## config.mk

```make
export PLATFORM = sky130hd
export DESIGN_NAME = ecc_status_regs
export DESIGN_NICKNAME = d
export VERILOG_FILES = /design/src/hw/ecc_status_pkg.sv /design/src/hw/word_store_if.sv /design/src/hw/ecc_status_regs.sv /design/src/hw/sticky_bits.sv /design/src/hw/word_store.sv
export VERILOG_INCLUDE_DIRS = /design/src /design/src/hw
export SDC_FILE = /design/constraint.sdc
export NUM_CORES = 1
export LEC_CHECK = 0
export BUFFER_PORTS_ARGS = -buffer_cell sky130_fd_sc_hd__buf_4
export CAP_MARGIN = 20
export CORE_ASPECT_RATIO = 0.5
export CORE_MARGIN = 2
export CORE_UTILIZATION = 60
export DETAILED_ROUTE_END_ITERATION = 16
export PLACE_DENSITY = 0.87
export SYNTH_ARGS = -nofsm -noshare
export SYNTH_HDL_FRONTEND = slang
export SYNTH_SLANG_ARGS = --single-unit
export TNS_END_PERCENT = 1
```

## constraint.sdc

```tcl
create_clock -name clk -period 4.6 [get_ports clk]
set_clock_uncertainty 0.1 [all_clocks]
set_input_delay 0.69 -clock clk [delete_from_list [all_inputs] [get_ports clk]]
set_output_delay 0.69 -clock clk [all_outputs]
set_load 0.01 [all_outputs]
```

## src/hw/ecc_status_consts.svh

```systemverilog
// Offsets, field positions, reset values and widths of the ECC status registers
`ifndef ECC_STATUS_CONSTS_SVH
`define ECC_STATUS_CONSTS_SVH

// ****************************************
// Register word offsets
// ****************************************
`define OFS_DBE_ADDR 4'h6
`define OFS_SBE_DATA 4'h7
`define OFS_SBE_SYND 4'h8
`define OFS_DBE_DATA 4'h9
`define OFS_IRQ_STAT 4'hA
`define OFS_IRQ_MASK 4'hB
`define OFS_SBE_LOC 4'hC
`define OFS_DBE_LOC 4'hD

// ****************************************
// Interrupt status and mask fields
// ****************************************
`define IRQ_SBE 0
`define IRQ_DBE 1
`define IRQ_SBE_LIMIT 2
`define IRQ_DBE_LIMIT 3
`define IRQ_DBE_RMW 4

// ****************************************
// Reset values and widths
// ****************************************
`define RST_WORD 32'h0000_0000
`define RST_IRQ_STAT 5'h00
`define RST_IRQ_MASK 5'h01
`define IRQ_BITS 5
`define PART_BITS 64
`define SYND_BITS 8
`define PIECE_BITS 32

`endif

```

## src/hw/ecc_status_pkg.sv

```systemverilog
// Types shared by the ECC status register files
package ecc_status_pkg;
  // Control port word
  typedef logic [31:0] word_t;
  // Control port word address
  typedef logic [3:0] reg_addr_t;
  // Interrupt status or mask vector
  typedef logic [4:0] irq_vec_t;
endpackage

```

## src/hw/word_store_if.sv

```systemverilog
// Signals between the status logic and one captured-word store
`timescale 1ns/1ns
interface word_store_if #(
  parameter int WORDS = 4,
  parameter int WIDTH = 32
);
  localparam int IW = (WORDS > 1) ? $clog2(WORDS) : 1;
  logic load; // Capture a whole new line
  logic clear; // Zero the whole store
  logic [WORDS*WIDTH-1:0] wdata; // Line to capture, word 0 lowest
  logic [IW-1:0] idx; // Word to present next cycle
  logic [WIDTH-1:0] rdata; // Registered word at idx
  modport ctrl (output load, output clear, output wdata, output idx, input rdata);
  modport store (input load, input clear, input wdata, input idx, output rdata);
endinterface

```

## src/hw/ecc_status_regs.sv

```systemverilog
// ECC error status, capture stores and interrupt registers on the control port
`timescale 1ns/1ns
`include "ecc_status_consts.svh"
module ecc_status_regs #(
  parameter int N = 2 // 64-bit parts per data word
)(
  // Clock and reset
  input wire logic clk,
  input wire logic rst_n,
  // Control slave port, word addressed, one-cycle read latency
  input wire ecc_status_pkg::reg_addr_t address,
  input wire logic read,
  input wire logic write,
  input wire ecc_status_pkg::word_t writedata,
  output ecc_status_pkg::word_t readdata,
  output logic readdatavalid,
  // Control word bits
  input wire logic keep_first_err,
  input wire logic clear_status,
  input wire logic clear_irq,
  input wire logic clear_sbe_data,
  input wire logic clear_dbe_data,
  input wire logic clear_syndrome,
  // Error reports from the decoder
  input wire logic err_valid,
  input wire ecc_status_pkg::word_t err_addr,
  input wire logic [N*64-1:0] err_data,
  input wire logic [N*8-1:0] err_syndromes,
  input wire logic [N-1:0] sbe_parts,
  input wire logic [N-1:0] dbe_parts,
  input wire logic err_in_rmw,
  input wire logic sbe_limit_hit,
  input wire logic dbe_limit_hit,
  // Interrupt
  output logic irq
);
  import ecc_status_pkg::*;

  // ****************************************
  // Sizes and checks
  // ****************************************
  localparam int PIECES = N * `PART_BITS / `PIECE_BITS; // 32-bit pieces per word
  localparam int PW = $clog2(PIECES); // Piece pointer width
  localparam int SW = (N > 1) ? $clog2(N) : 1; // Syndrome index width

  // Refuse part counts that the location reads cannot hold
  // A 32-bit location word carries one flag per part, at most 32
  if (N < 1 || N > 32)
  begin : g_bad_n
    $error("ecc_status_regs: N must lie between 1 and 32");
  end

  // Step a piece pointer with wrap
  function automatic logic [PW-1:0] step_ptr(input logic [PW-1:0] p);
    if (p == PW'(PIECES - 1))
      return '0;
    else
      return p + PW'(1);
  endfunction

  // Widen a narrow field into a word
  function automatic word_t widen(input logic [31:0] v, input int bits);
    word_t m;
    m = (bits >= 32) ? 32'hFFFF_FFFF : ((32'h0000_0001 << bits) - 32'h0000_0001);
    return v & m;
  endfunction

  // ****************************************
  // Declarations
  // ****************************************
  // Stores
  word_store_if #(.WORDS(PIECES), .WIDTH(`PIECE_BITS)) sbe_if();
  word_store_if #(.WORDS(PIECES), .WIDTH(`PIECE_BITS)) dbe_if();
  word_store_if #(.WORDS(N), .WIDTH(`SYND_BITS)) syn_if();

  // Decoded accesses
  logic rd_sbe_data; // Read pops a single-bit data piece
  logic rd_dbe_data; // Read pops a double-bit data piece
  logic wr_stat; // Write-one-clear of interrupt status
  logic wr_mask; // Write of interrupt mask
  logic wr_sbe_loc; // Write-one-clear of single-bit locations
  logic wr_dbe_loc; // Write-one-clear of double-bit locations

  // Events
  logic sbe_evt; // Some part had a single-bit error
  logic dbe_evt; // Some part had a double-bit error

  // Registers
  word_t dbe_addr_ff, nxt_dbe_addr; // Captured double-bit address
  logic addr_held_ff, nxt_addr_held; // First address already taken
  logic [PW-1:0] sbe_ptr_ff, nxt_sbe_ptr; // Single-bit piece shown
  logic [PW-1:0] dbe_ptr_ff, nxt_dbe_ptr; // Double-bit piece shown
  irq_vec_t mask_ff, nxt_mask; // Interrupt mask
  word_t rdata_ff, nxt_rdata; // Read answer
  logic rvalid_ff, nxt_rvalid; // Read answer strobe
  logic irq_ff, nxt_irq; // Interrupt line

  // Sticky bit sets, clears and values
  irq_vec_t stat_set, stat_clr, stat_q;
  logic [N-1:0] sloc_clr, sloc_q;
  logic [N-1:0] dloc_clr, dloc_q;

  // ****************************************
  // Access decode and events
  // ****************************************
  always_comb
  begin
    rd_sbe_data = read && (address == `OFS_SBE_DATA);
    rd_dbe_data = read && (address == `OFS_DBE_DATA);
    wr_stat = write && (address == `OFS_IRQ_STAT);
    wr_mask = write && (address == `OFS_IRQ_MASK);
    wr_sbe_loc = write && (address == `OFS_SBE_LOC);
    wr_dbe_loc = write && (address == `OFS_DBE_LOC);
    sbe_evt = err_valid && (|sbe_parts);
    dbe_evt = err_valid && (|dbe_parts);
  end

  // ****************************************
  // Interrupt status, bit order by cause
  // ****************************************
  always_comb
  begin
    stat_set = '0;
    stat_set[`IRQ_SBE] = sbe_evt;
    stat_set[`IRQ_DBE] = dbe_evt;
    stat_set[`IRQ_SBE_LIMIT] = sbe_limit_hit;
    stat_set[`IRQ_DBE_LIMIT] = dbe_limit_hit;
    stat_set[`IRQ_DBE_RMW] = dbe_evt && err_in_rmw;
    // Ones written clear, clear-interrupt command clears all
    // A cause that fires in the same cycle still sets its bit
    stat_clr = (wr_stat ? writedata[`IRQ_BITS-1:0] : '0) | {`IRQ_BITS{clear_irq}};
    sloc_clr = wr_sbe_loc ? writedata[N-1:0] : '0;
    dloc_clr = wr_dbe_loc ? writedata[N-1:0] : '0;
  end

  // Interrupt status bits
  sticky_bits #(.W(`IRQ_BITS)) u_stat (
    .clk(clk),
    .rst_n(rst_n),
    .set(stat_set),
    .clr(stat_clr),
    .q(stat_q)
  );

  // Single-bit location bits, one per part
  sticky_bits #(.W(N)) u_sloc (
    .clk(clk),
    .rst_n(rst_n),
    .set(err_valid ? sbe_parts : '0),
    .clr(sloc_clr),
    .q(sloc_q)
  );

  // Double-bit location bits, one per part
  sticky_bits #(.W(N)) u_dloc (
    .clk(clk),
    .rst_n(rst_n),
    .set(err_valid ? dbe_parts : '0),
    .clr(dloc_clr),
    .q(dloc_q)
  );

  // ****************************************
  // Captured data and syndrome stores
  // ****************************************
  always_comb
  begin
    // Latest single-bit word, lowest piece as word 0
    sbe_if.load = sbe_evt;
    sbe_if.clear = clear_sbe_data;
    sbe_if.wdata = err_data;
    sbe_if.idx = nxt_sbe_ptr;
    // Latest double-bit word, lowest piece as word 0
    dbe_if.load = dbe_evt;
    dbe_if.clear = clear_dbe_data;
    dbe_if.wdata = err_data;
    dbe_if.idx = nxt_dbe_ptr;
    // Syndromes, one byte per part
    syn_if.load = sbe_evt;
    syn_if.clear = clear_syndrome;
    syn_if.wdata = err_syndromes;
    // Two pieces per part: part index is the piece pointer halved
    // The index follows the next pointer so the byte is ready with its piece
    syn_if.idx = SW'(nxt_sbe_ptr >> 1);
  end

  // Single-bit data store
  word_store #(.WORDS(PIECES), .WIDTH(`PIECE_BITS)) u_sbe_data (
    .clk(clk),
    .rst_n(rst_n),
    .sp(sbe_if.store)
  );

  // Double-bit data store
  word_store #(.WORDS(PIECES), .WIDTH(`PIECE_BITS)) u_dbe_data (
    .clk(clk),
    .rst_n(rst_n),
    .sp(dbe_if.store)
  );

  // Syndrome store
  word_store #(.WORDS(N), .WIDTH(`SYND_BITS)) u_synd (
    .clk(clk),
    .rst_n(rst_n),
    .sp(syn_if.store)
  );

  // ****************************************
  // Next values of the register group
  // ****************************************
  always_comb
  begin
    // Double-bit address capture
    nxt_dbe_addr = dbe_addr_ff;
    nxt_addr_held = addr_held_ff;
    // Clear beats a capture in the same cycle
    if (clear_status)
    begin
      // Clear command zeroes address and rearms first capture
      nxt_dbe_addr = `RST_WORD;
      nxt_addr_held = 1'b0;
    end
    else if (dbe_evt && !(keep_first_err && addr_held_ff))
    begin
      // Take the address of this error
      nxt_dbe_addr = err_addr;
      nxt_addr_held = 1'b1;
    end

    // Piece pointers: new capture or clear restarts at the lowest piece
    // A read of a data word steps its pointer even if the answer is dropped
    if (sbe_evt || clear_sbe_data)
      nxt_sbe_ptr = '0;
    else if (rd_sbe_data)
      nxt_sbe_ptr = step_ptr(sbe_ptr_ff);
    else
      nxt_sbe_ptr = sbe_ptr_ff;
    if (dbe_evt || clear_dbe_data)
      nxt_dbe_ptr = '0;
    else if (rd_dbe_data)
      nxt_dbe_ptr = step_ptr(dbe_ptr_ff);
    else
      nxt_dbe_ptr = dbe_ptr_ff;

    // Write-only mask
    nxt_mask = wr_mask ? writedata[`IRQ_BITS-1:0] : mask_ff;

    // Interrupt when any unmasked status bit is set
    // Registered so the line only moves on clock edges
    nxt_irq = |(stat_q & ~mask_ff);

    // Read answer, one cycle after the read
    // Readdata holds the last answer until the next read
    nxt_rvalid = read;
    nxt_rdata = rdata_ff;
    if (read)
    begin
      unique case (address)
        `OFS_DBE_ADDR: nxt_rdata = dbe_addr_ff;
        `OFS_SBE_DATA: nxt_rdata = sbe_if.rdata;
        `OFS_SBE_SYND: nxt_rdata = widen(32'(syn_if.rdata), `SYND_BITS);
        `OFS_DBE_DATA: nxt_rdata = dbe_if.rdata;
        `OFS_IRQ_STAT: nxt_rdata = widen(32'(stat_q), `IRQ_BITS);
        `OFS_SBE_LOC: nxt_rdata = widen(32'(sloc_q), N);
        `OFS_DBE_LOC: nxt_rdata = widen(32'(dloc_q), N);
        // Mask is write-only, other words are not here
        default: nxt_rdata = `RST_WORD;
      endcase
    end
  end

  // Register the group
  always_ff @(posedge clk or negedge rst_n)
  begin
    if (!rst_n)
    begin
      dbe_addr_ff <= `RST_WORD;
      addr_held_ff <= 1'b0;
      sbe_ptr_ff <= '0;
      dbe_ptr_ff <= '0;
      mask_ff <= `RST_IRQ_MASK;
      rdata_ff <= `RST_WORD;
      rvalid_ff <= 1'b0;
      irq_ff <= 1'b0;
    end
    else
    begin
      dbe_addr_ff <= nxt_dbe_addr;
      addr_held_ff <= nxt_addr_held;
      sbe_ptr_ff <= nxt_sbe_ptr;
      dbe_ptr_ff <= nxt_dbe_ptr;
      mask_ff <= nxt_mask;
      rdata_ff <= nxt_rdata;
      rvalid_ff <= nxt_rvalid;
      irq_ff <= nxt_irq;
    end
  end

  // ****************************************
  // Outputs
  // ****************************************
  assign readdata = rdata_ff;
  assign readdatavalid = rvalid_ff;
  assign irq = irq_ff;
endmodule // ecc_status_regs

```

## src/hw/sticky_bits.sv

```systemverilog
// Sticky event bits, set by hardware and cleared by ones, set wins
`timescale 1ns/1ns
module sticky_bits #(
  parameter int W = 5
)(
  // Clock and reset
  input wire logic clk,
  input wire logic rst_n,
  // Set and clear vectors
  input wire logic [W-1:0] set,
  input wire logic [W-1:0] clr,
  // Held bits
  output logic [W-1:0] q
);
  logic [W-1:0] bits_ff; // Held bits
  logic [W-1:0] nxt_bits; // Next held bits

  // Refuse an empty bit vector
  if (W < 1)
  begin : g_bad_width
    $error("sticky_bits: W must be at least 1");
  end

  // Clear only ones, a same-cycle set survives
  always_comb
  begin
    nxt_bits = (bits_ff & ~clr) | set;
  end

  // Register the bits
  always_ff @(posedge clk or negedge rst_n)
  begin
    if (!rst_n)
      bits_ff <= '0;
    else
      bits_ff <= nxt_bits;
  end

  assign q = bits_ff;
endmodule // sticky_bits

```

## src/hw/word_store.sv

```systemverilog
// Small memory holding one captured line, read a word at a time
`timescale 1ns/1ns
module word_store #(
  parameter int WORDS = 4,
  parameter int WIDTH = 32
)(
  // Clock and reset
  input wire logic clk,
  input wire logic rst_n,
  // Store port
  word_store_if.store sp
);
  // Storage and registered read word
  logic [WIDTH-1:0] mem_ff [WORDS];
  logic [WIDTH-1:0] nxt_mem [WORDS];
  logic [WIDTH-1:0] rdata_ff;
  logic [WIDTH-1:0] nxt_rdata;

  // Refuse an empty store
  if (WORDS < 1 || WIDTH < 1)
  begin : g_bad_size
    $error("word_store: WORDS and WIDTH must be at least 1");
  end

  // ****************************************
  // Next contents and read word
  // ****************************************
  always_comb
  begin
    for (int i = 0; i < WORDS; i++)
    begin
      // Clear wins, a load replaces all words
      if (sp.clear)
        nxt_mem[i] = '0;
      else if (sp.load)
        nxt_mem[i] = sp.wdata[i*WIDTH +: WIDTH];
      else
        nxt_mem[i] = mem_ff[i];
    end
    nxt_rdata = nxt_mem[sp.idx];
  end

  // Register contents and read word
  always_ff @(posedge clk or negedge rst_n)
  begin
    if (!rst_n)
    begin
      for (int i = 0; i < WORDS; i++)
        mem_ff[i] <= '0;
      rdata_ff <= '0;
    end
    else
    begin
      mem_ff <= nxt_mem;
      rdata_ff <= nxt_rdata;
    end
  end

  assign sp.rdata = rdata_ff;
endmodule // word_store

```

---- After elaboration in Yosys (flattened, before gate mapping) ----
Cells that the tools add are included.
word-level totals
  flip-flop bits (word level) ............. 429
  output and inout port bits .............. 34
operators by class
  $add $sub $neg .......................... 2
  equality and inequality tests ........... 10
  reduce and logical (&&, ||, !) cells .... 18
  $lt $le $gt $ge ......................... 3
  multiplexer cells ....................... 45
  bitwise operators ....................... 15
operators with widths
  kind                                                  number
  2-to-1 mux 32 bit                                     22
  one-hot mux 32 bit (7 select lines)                   1
  binary-select mux 32 bit (select 2 bit)               2
  2-to-1 mux 8 bit                                      7
  equality test 4 bit (second input constant)           6
  2-to-1 mux 2 bit                                      10
  logical AND 1 bit                                     11
  AND 5 bit                                             2
  inverter 5 bit                                        2
  bitwise OR 5 bit                                      2
  equality test 4 x 3 -> 1 bit (second input constant)  2
  >= comparator 3 bit (second input constant)           2
  inverter 2 -> 3 bit                                   2
  2-to-1 mux 5 bit                                      1
  OR reduction 5 bit                                    1
  adder 2 x 1 -> 2 bit (second input constant)          2
  AND 2 bit                                             2
  equality test 2 bit (second input constant)           2
  inverter 2 bit                                        2
  bitwise OR 2 bit                                      2
  OR reduction 2 bit                                    2
  >= comparator 2 bit (second input constant)           1
  logical OR 1 bit                                      2
  2-to-1 mux 1 bit                                      2
  other kinds (3)                                       3

---- Depth between registers and ports, before layout ----
  depth after elaboration ................. 8
  mapped depth ............................ 10
  depth with buffers taken out ............ 7

---- Cells and area by module ----
From an unflattened synthesis, not the netlist that was laid out.
unflattened totals
  cells, all modules ...................... 1596
  area total of the unflattened synthesis .. 18849.3 um2
by module, submodules not included
  module                       cells an instance  times used  area each (um2)  sequential area each (um2)
  word_store (u_dbe_data ...)  563                2           6770.2           4003.8
  ecc_status_regs              353                1           3881.2           1903.1
  word_store (u_synd)          90                 1           1101.1           600.6
  sticky_bits (u_stat)         15                 1           181.4            125.1
  sticky_bits (u_dloc ...)     6                  2           72.6             50.0

---- Worst setup path after synthesis ----
OpenSTA, ideal clock, no wires.
  path kind ............................... in2reg
  start point ............................. input port address[1]
  end point ............................... register u_synd.rdata_ff[2], in the netlist u_synd.sp.rdata[2]
  data arrival time ....................... 2.156 ns
  required time ........................... 4.375 ns
  stages .................................. 7
  buffers on the path ..................... 3
  slack ................................... 2.219 ns
  setup time .............................. 0.125 ns
  path through ............................ buf_2 > and4b_1 > buf_6 > and3_1 > o21ai_2 > buf_4 > mux2_2
between the ends
  longest elaborated chain between the ends .. 8
ends and longest elaborated chain
  element                                              RTL line                source
  start, declared                                      ecc_status_regs.sv:11   input wire ecc_status_pkg::reg_addr_t address,
  equality test 4 x 3 -> 1 bit                         --
  logical AND 1 bit                                    ecc_status_regs.sv:108  rd_sbe_data = read && (address == `OFS_SBE_DATA);
  2-to-1 mux 2 bit                                     ecc_status_regs.sv:234  else if (rd_sbe_data)
  2-to-1 mux 2 bit                                     ecc_status_regs.sv:232  if (sbe_evt || clear_sbe_data)
  inverter 1 -> 2 bit (implied by the code)            word_store.sv:40        nxt_rdata = nxt_mem[sp.idx];
  2-to-1 mux 8 bit (implied by the code) (3 in a row)  word_store.sv:40
  net u_synd.nxt_rdata[2]                              word_store.sv:17        logic [WIDTH-1:0] nxt_rdata;
  end signal, assigned                                 word_store.sv:55        rdata_ff <= nxt_rdata;
  end, declared                                        word_store.sv:16        logic [WIDTH-1:0] rdata_ff;
The timed path passes the listed nets, and every way through them passes these cells. The select of a mux whose other input is x is not followed.
A chain may end at the register's enable or synchronous reset.

---- Worst setup path in the final report ----
  start point ............................. input port address[1]
  end point ............................... register u_dbe_data.rdata_ff[0], in the netlist u_dbe_data.sp.rdata[0]
between the ends
  longest elaborated chain between the ends .. 8
ends and longest elaborated chain
  element                                               RTL line                source
  equality test 4 bit                                   --
  logical AND 1 bit                                     ecc_status_regs.sv:109  rd_dbe_data = read && (address == `OFS_DBE_DATA);
  2-to-1 mux 2 bit                                      ecc_status_regs.sv:240  else if (rd_dbe_data)
  2-to-1 mux 2 bit                                      ecc_status_regs.sv:238  if (dbe_evt || clear_dbe_data)
  inverter 2 -> 3 bit (implied by the code)             word_store.sv:40
  binary-select mux 32 bit (select 2 bit)               word_store.sv:40
  2-to-1 mux 32 bit (implied by the code) (2 in a row)  word_store.sv:40
  net u_dbe_data.nxt_rdata[0]                           word_store.sv:17
  end signal, assigned                                  word_store.sv:55
  end, declared                                         word_store.sv:16
The timed path passes the listed nets, and every way through them passes these cells. The select of a mux whose other input is x is not followed.

==> qor.yml <==
floorplanning:
  core_area_sq_um: 30600
  rows: 45
  die_y_um: 129
  dieArea_sq_um: 33000
  io_pins: 264
  start_util: 0.616
  dieWidth_um: 255
placement:
  post-place-ws_ps: 1210
  portBuffers: 236
  hpwl_um: 34300
  postPlaceCellArea_sq_um: 20800
  routabilityCongestion: 0.900
power_and_ir_drop:
  power_leakage_nw: 10.2
  p_switching_w: 0.00213
  p_per_area_nw_per_um2: 378
  power.clock.fraction: 0.410
  vdd_drop_max_uv: 268
  swShare: 0.254
  p_int_w: 0.00624
  seq_power_share: 0.489
  p_comb_frac: 0.102
synthesis:
  synth_fp_nets: 2261
  synth-main-ff-cell: "dfrtp_1"
  ys_types: 53
  synth_area_per_cell_sq_um: 9.30
  ys_seq_elements: 429
  ys.warnings.count: 0
  synth_seq_area_share: 0.569
  synth-edff-count: 0
  postSynthCellCount: 2029
  async_flop_share: 1.00
  synthesis.area_sq_um: 18900
finish:
  syn_to_final_growth_pct: 17.2
  fin_area_sq_um: 22100
  drive_above_1_share: 0.170
  nNetsFinal: 2391
  fill_cells: 2175
timing:
  tns_ps: 0
  max_freq_mhz: 335
  setup_ws_ps: 1620
  worst_pin_slew_ps: 1120
  drv_slew: 0
  slew_headroom: 0.250
  finalCritPeriodShare: 0.648
  whs_ps: 112
  rsz0062_at_grt: "no"
  hold_viol: 0
  period_minus_slack_ps: 2980
  finalSetupViolations: 0
global_route:
  grt_overflow: 0
  grt_max_degree: 145
  antenna_found_initial: 9
  grt_pass1_wl_um: 91000
  grt_pass1_vias: 16328
  track_usage: 0.362
worst_setup_path:
  r2r-start: "dbe_ptr_ff[0]"
  cp.required_ps: 4920
  r2r_slack_ps: 1950
  path_class: "primary input to flip-flop"
  cp-start-kind: "primary input"
  reg2regPathDepth: 6
  path_max_fanout: 20
  arrival_ps: 3300
  end_kind: "flip-flop"
  rr_endpoint: "u_dbe_data.sp.rdata[8]"
cts:
  post_cts_resize_count: 0
  htreeDepth: 2
  post_cts_buffers: 0
  cts_buffers: 38
  clk_pin_slew_ps: 70
  clockBufferDepth: 3
  ctsHoldBuffers: 0
  insertion_delay_ps: 550
  cts_tree: "done"
  cts.sinks: 429
  clockRootBuffer: "clkbuf_16"
run:
  drv_cap: 0
routing:
  detail_route.wl_per_cell_um: 22.6
  drtIter0Drc: 2567
  viasPerCell: 6.51
  first_pass_iters: 9
  drc_errors: 0
  drt_wl_total_um: 59100
  ant_nets: 0
  route.vias.total: 17043
outcome:
  status: "finished clean"
min_path:
  hold_path_class: "primary input to asynchronous set/reset pin"
==> how the worst max path moves through the flow <==
stage	startpoint	to	slack (ps)	cells past startpoint
after floorplan	address[1]	u_synd.sp.rdata[2]	2220	7
after global placement	address[1]	u_dbe_data.sp.rdata[28]	1340	7
after detailed placement	address[1]	u_dbe_data.sp.rdata[3]	1210	7
after CTS	address[1]	u_dbe_data.sp.rdata[25]	1740	7
after global routing	address[1]	u_dbe_data.sp.rdata[0]	1550	7
final	address[1]	u_dbe_data.sp.rdata[0]	1620	7
==> synthesized netlist by cell type (all sizes together), types with 3 or more instances <==
cell / n / area [sq um]
dfrtp: 428 / 10700
a222oi: 31 / 310
a22o: 34 / 298
mux2: 15 / 169
a21boi: 4 / 30.0
a22oi: 25 / 188
a2bb2oi: 57 / 499
nand2: 740 / 2780
a32o: 3 / 30.0
nand4: 4 / 25.0
buf: 103 / 562
a21o: 10 / 75.1
clkbuf: 73 / 274
nor2: 7 / 28.8
a21oi: 367 / 1840
a32oi: 39 / 342
o21ai: 7 / 38.8
inv: 10 / 37.5
o2bb2ai: 29 / 254
nor3: 4 / 20.0
nor2b: 5 / 31.3
a31o: 4 / 35.0
==> power by group through the flow <==
stage | logic (W) | clock network [W] | registers [W]
after floorplan | 0.000434 | 0 | 0.00411
after global placement | 0.000801 | 0 | 0.00414
after detailed placement | 0.000824 | 0 | 0.00415
after CTS | 0.000835 | 0.00343 | 0.00408
after global routing | 0.000921 | 0.00360 | 0.00410
final | 0.000849 | 0.00343 | 0.00409
==> flip-flops by register name, indices dropped and copies added (netlist names), 5 cells and up <==
signal	count
u_sbe_data.mem_ff	128
mask_ff	5
u_dbe_data.sp.rdata	32
u_dbe_data.mem_ff	128
u_synd.sp.rdata	8
u_stat.q	5
u_synd.mem_ff	16
readdata	32
dbe_addr_ff	32
u_sbe_data.sp.rdata	32
==> placed cells by master (no fill, tap or decap), types with 3 or more instances in the layout <==
| master | n |
|---|---|
| nand2_1 | 739 |
| dfrtp_1 | 428 |
| a21oi_1 | 365 |
| buf_4 | 258 |
| a2bb2oi_1 | 57 |
| clkbuf_16 | 41 |
| a32oi_1 | 39 |
| a22o_1 | 34 |
| a222oi_1 | 31 |
| o2bb2ai_1 | 29 |
| a22oi_1 | 25 |
| mux2_2 | 15 |
| clkinv_2 | 11 |
| a21o_1 | 10 |
| inv_1 | 9 |
| diode_2 | 7 |
| buf_12 | 7 |
| clkbuf_8 | 6 |
| nor3_1 | 4 |
| nand4_1 | 4 |
| o21ai_0 | 4 |
| nor2b_1 | 4 |
| a31o_2 | 4 |
| nor2_1 | 4 |
| a21boi_0 | 4 |
| bufinv_16 | 4 |
| a32o_1 | 3 |
| o21ai_4 | 3 |
| clkinvlp_4 | 3 |
==> kinds of logic (layout without fill, tap and decap cells) <==
family | count (synthesis) | in the layout | share of synthesized area
simple gates | 773 | 773 | 0.158
compound gates | 621 | 621 | 0.215
flops | 429 | 429 | 0.569
buf+inv | 187 | 346 | 0.0465
mux | 17 | 17 | 0.0100
fa+ha+maj | 2 | 2 | 0.00133
other cells | 0 | 7 | 0
==> stage by stage <==
stage	instances	util	power, W
final	2618	0.722	0.00836
after global routing	2618	0.722	0.00863
after CTS	2611	0.722	0.00835
after detailed placement	2542	0.678	0.00497
after global placement	2542	0.678	0.00494
after floorplan	2029	-	0.00455
==> critical path, stage by stage <==
cell	delay, ps
buf_4	180
nor4bb_4	770
nand2_2	250
a21oi_4	550
buf_4	450
a2bb2oi_1	260
a22oi_1	130
==> per-layer routing <==
| metal | up-vias | wire length (um) | global-route usage |
|---|---|---|---|
| met4 | 2 | 2330 | 0.156 |
| met2 | 1229 | 26800 | 0.553 |
| met5 | - | 16 | 0 |
| met3 | 196 | 7040 | 0.0864 |
| met1 | 8356 | 22900 | 0.502 |
| li1 | 7260 | - | - |
==> final cells by class <==
class / instances / area, sq um / area share
Timing Repair Buffer: 266 / 2090 / 0.0946
Antenna cell: 7 / 17.5 / 0.000792
Tap cell: 423 / 529 / 0.0239
Inverter: 11 / 41.3 / 0.00187
Clock inverter: 21 / 224 / 0.0101
Multi-Input combinational cell: 1413 / 7370 / 0.333
Sequential cell: 429 / 10700 / 0.485
Clock buffer: 48 / 1110 / 0.0503
Power figures use the tool's default switching activity.
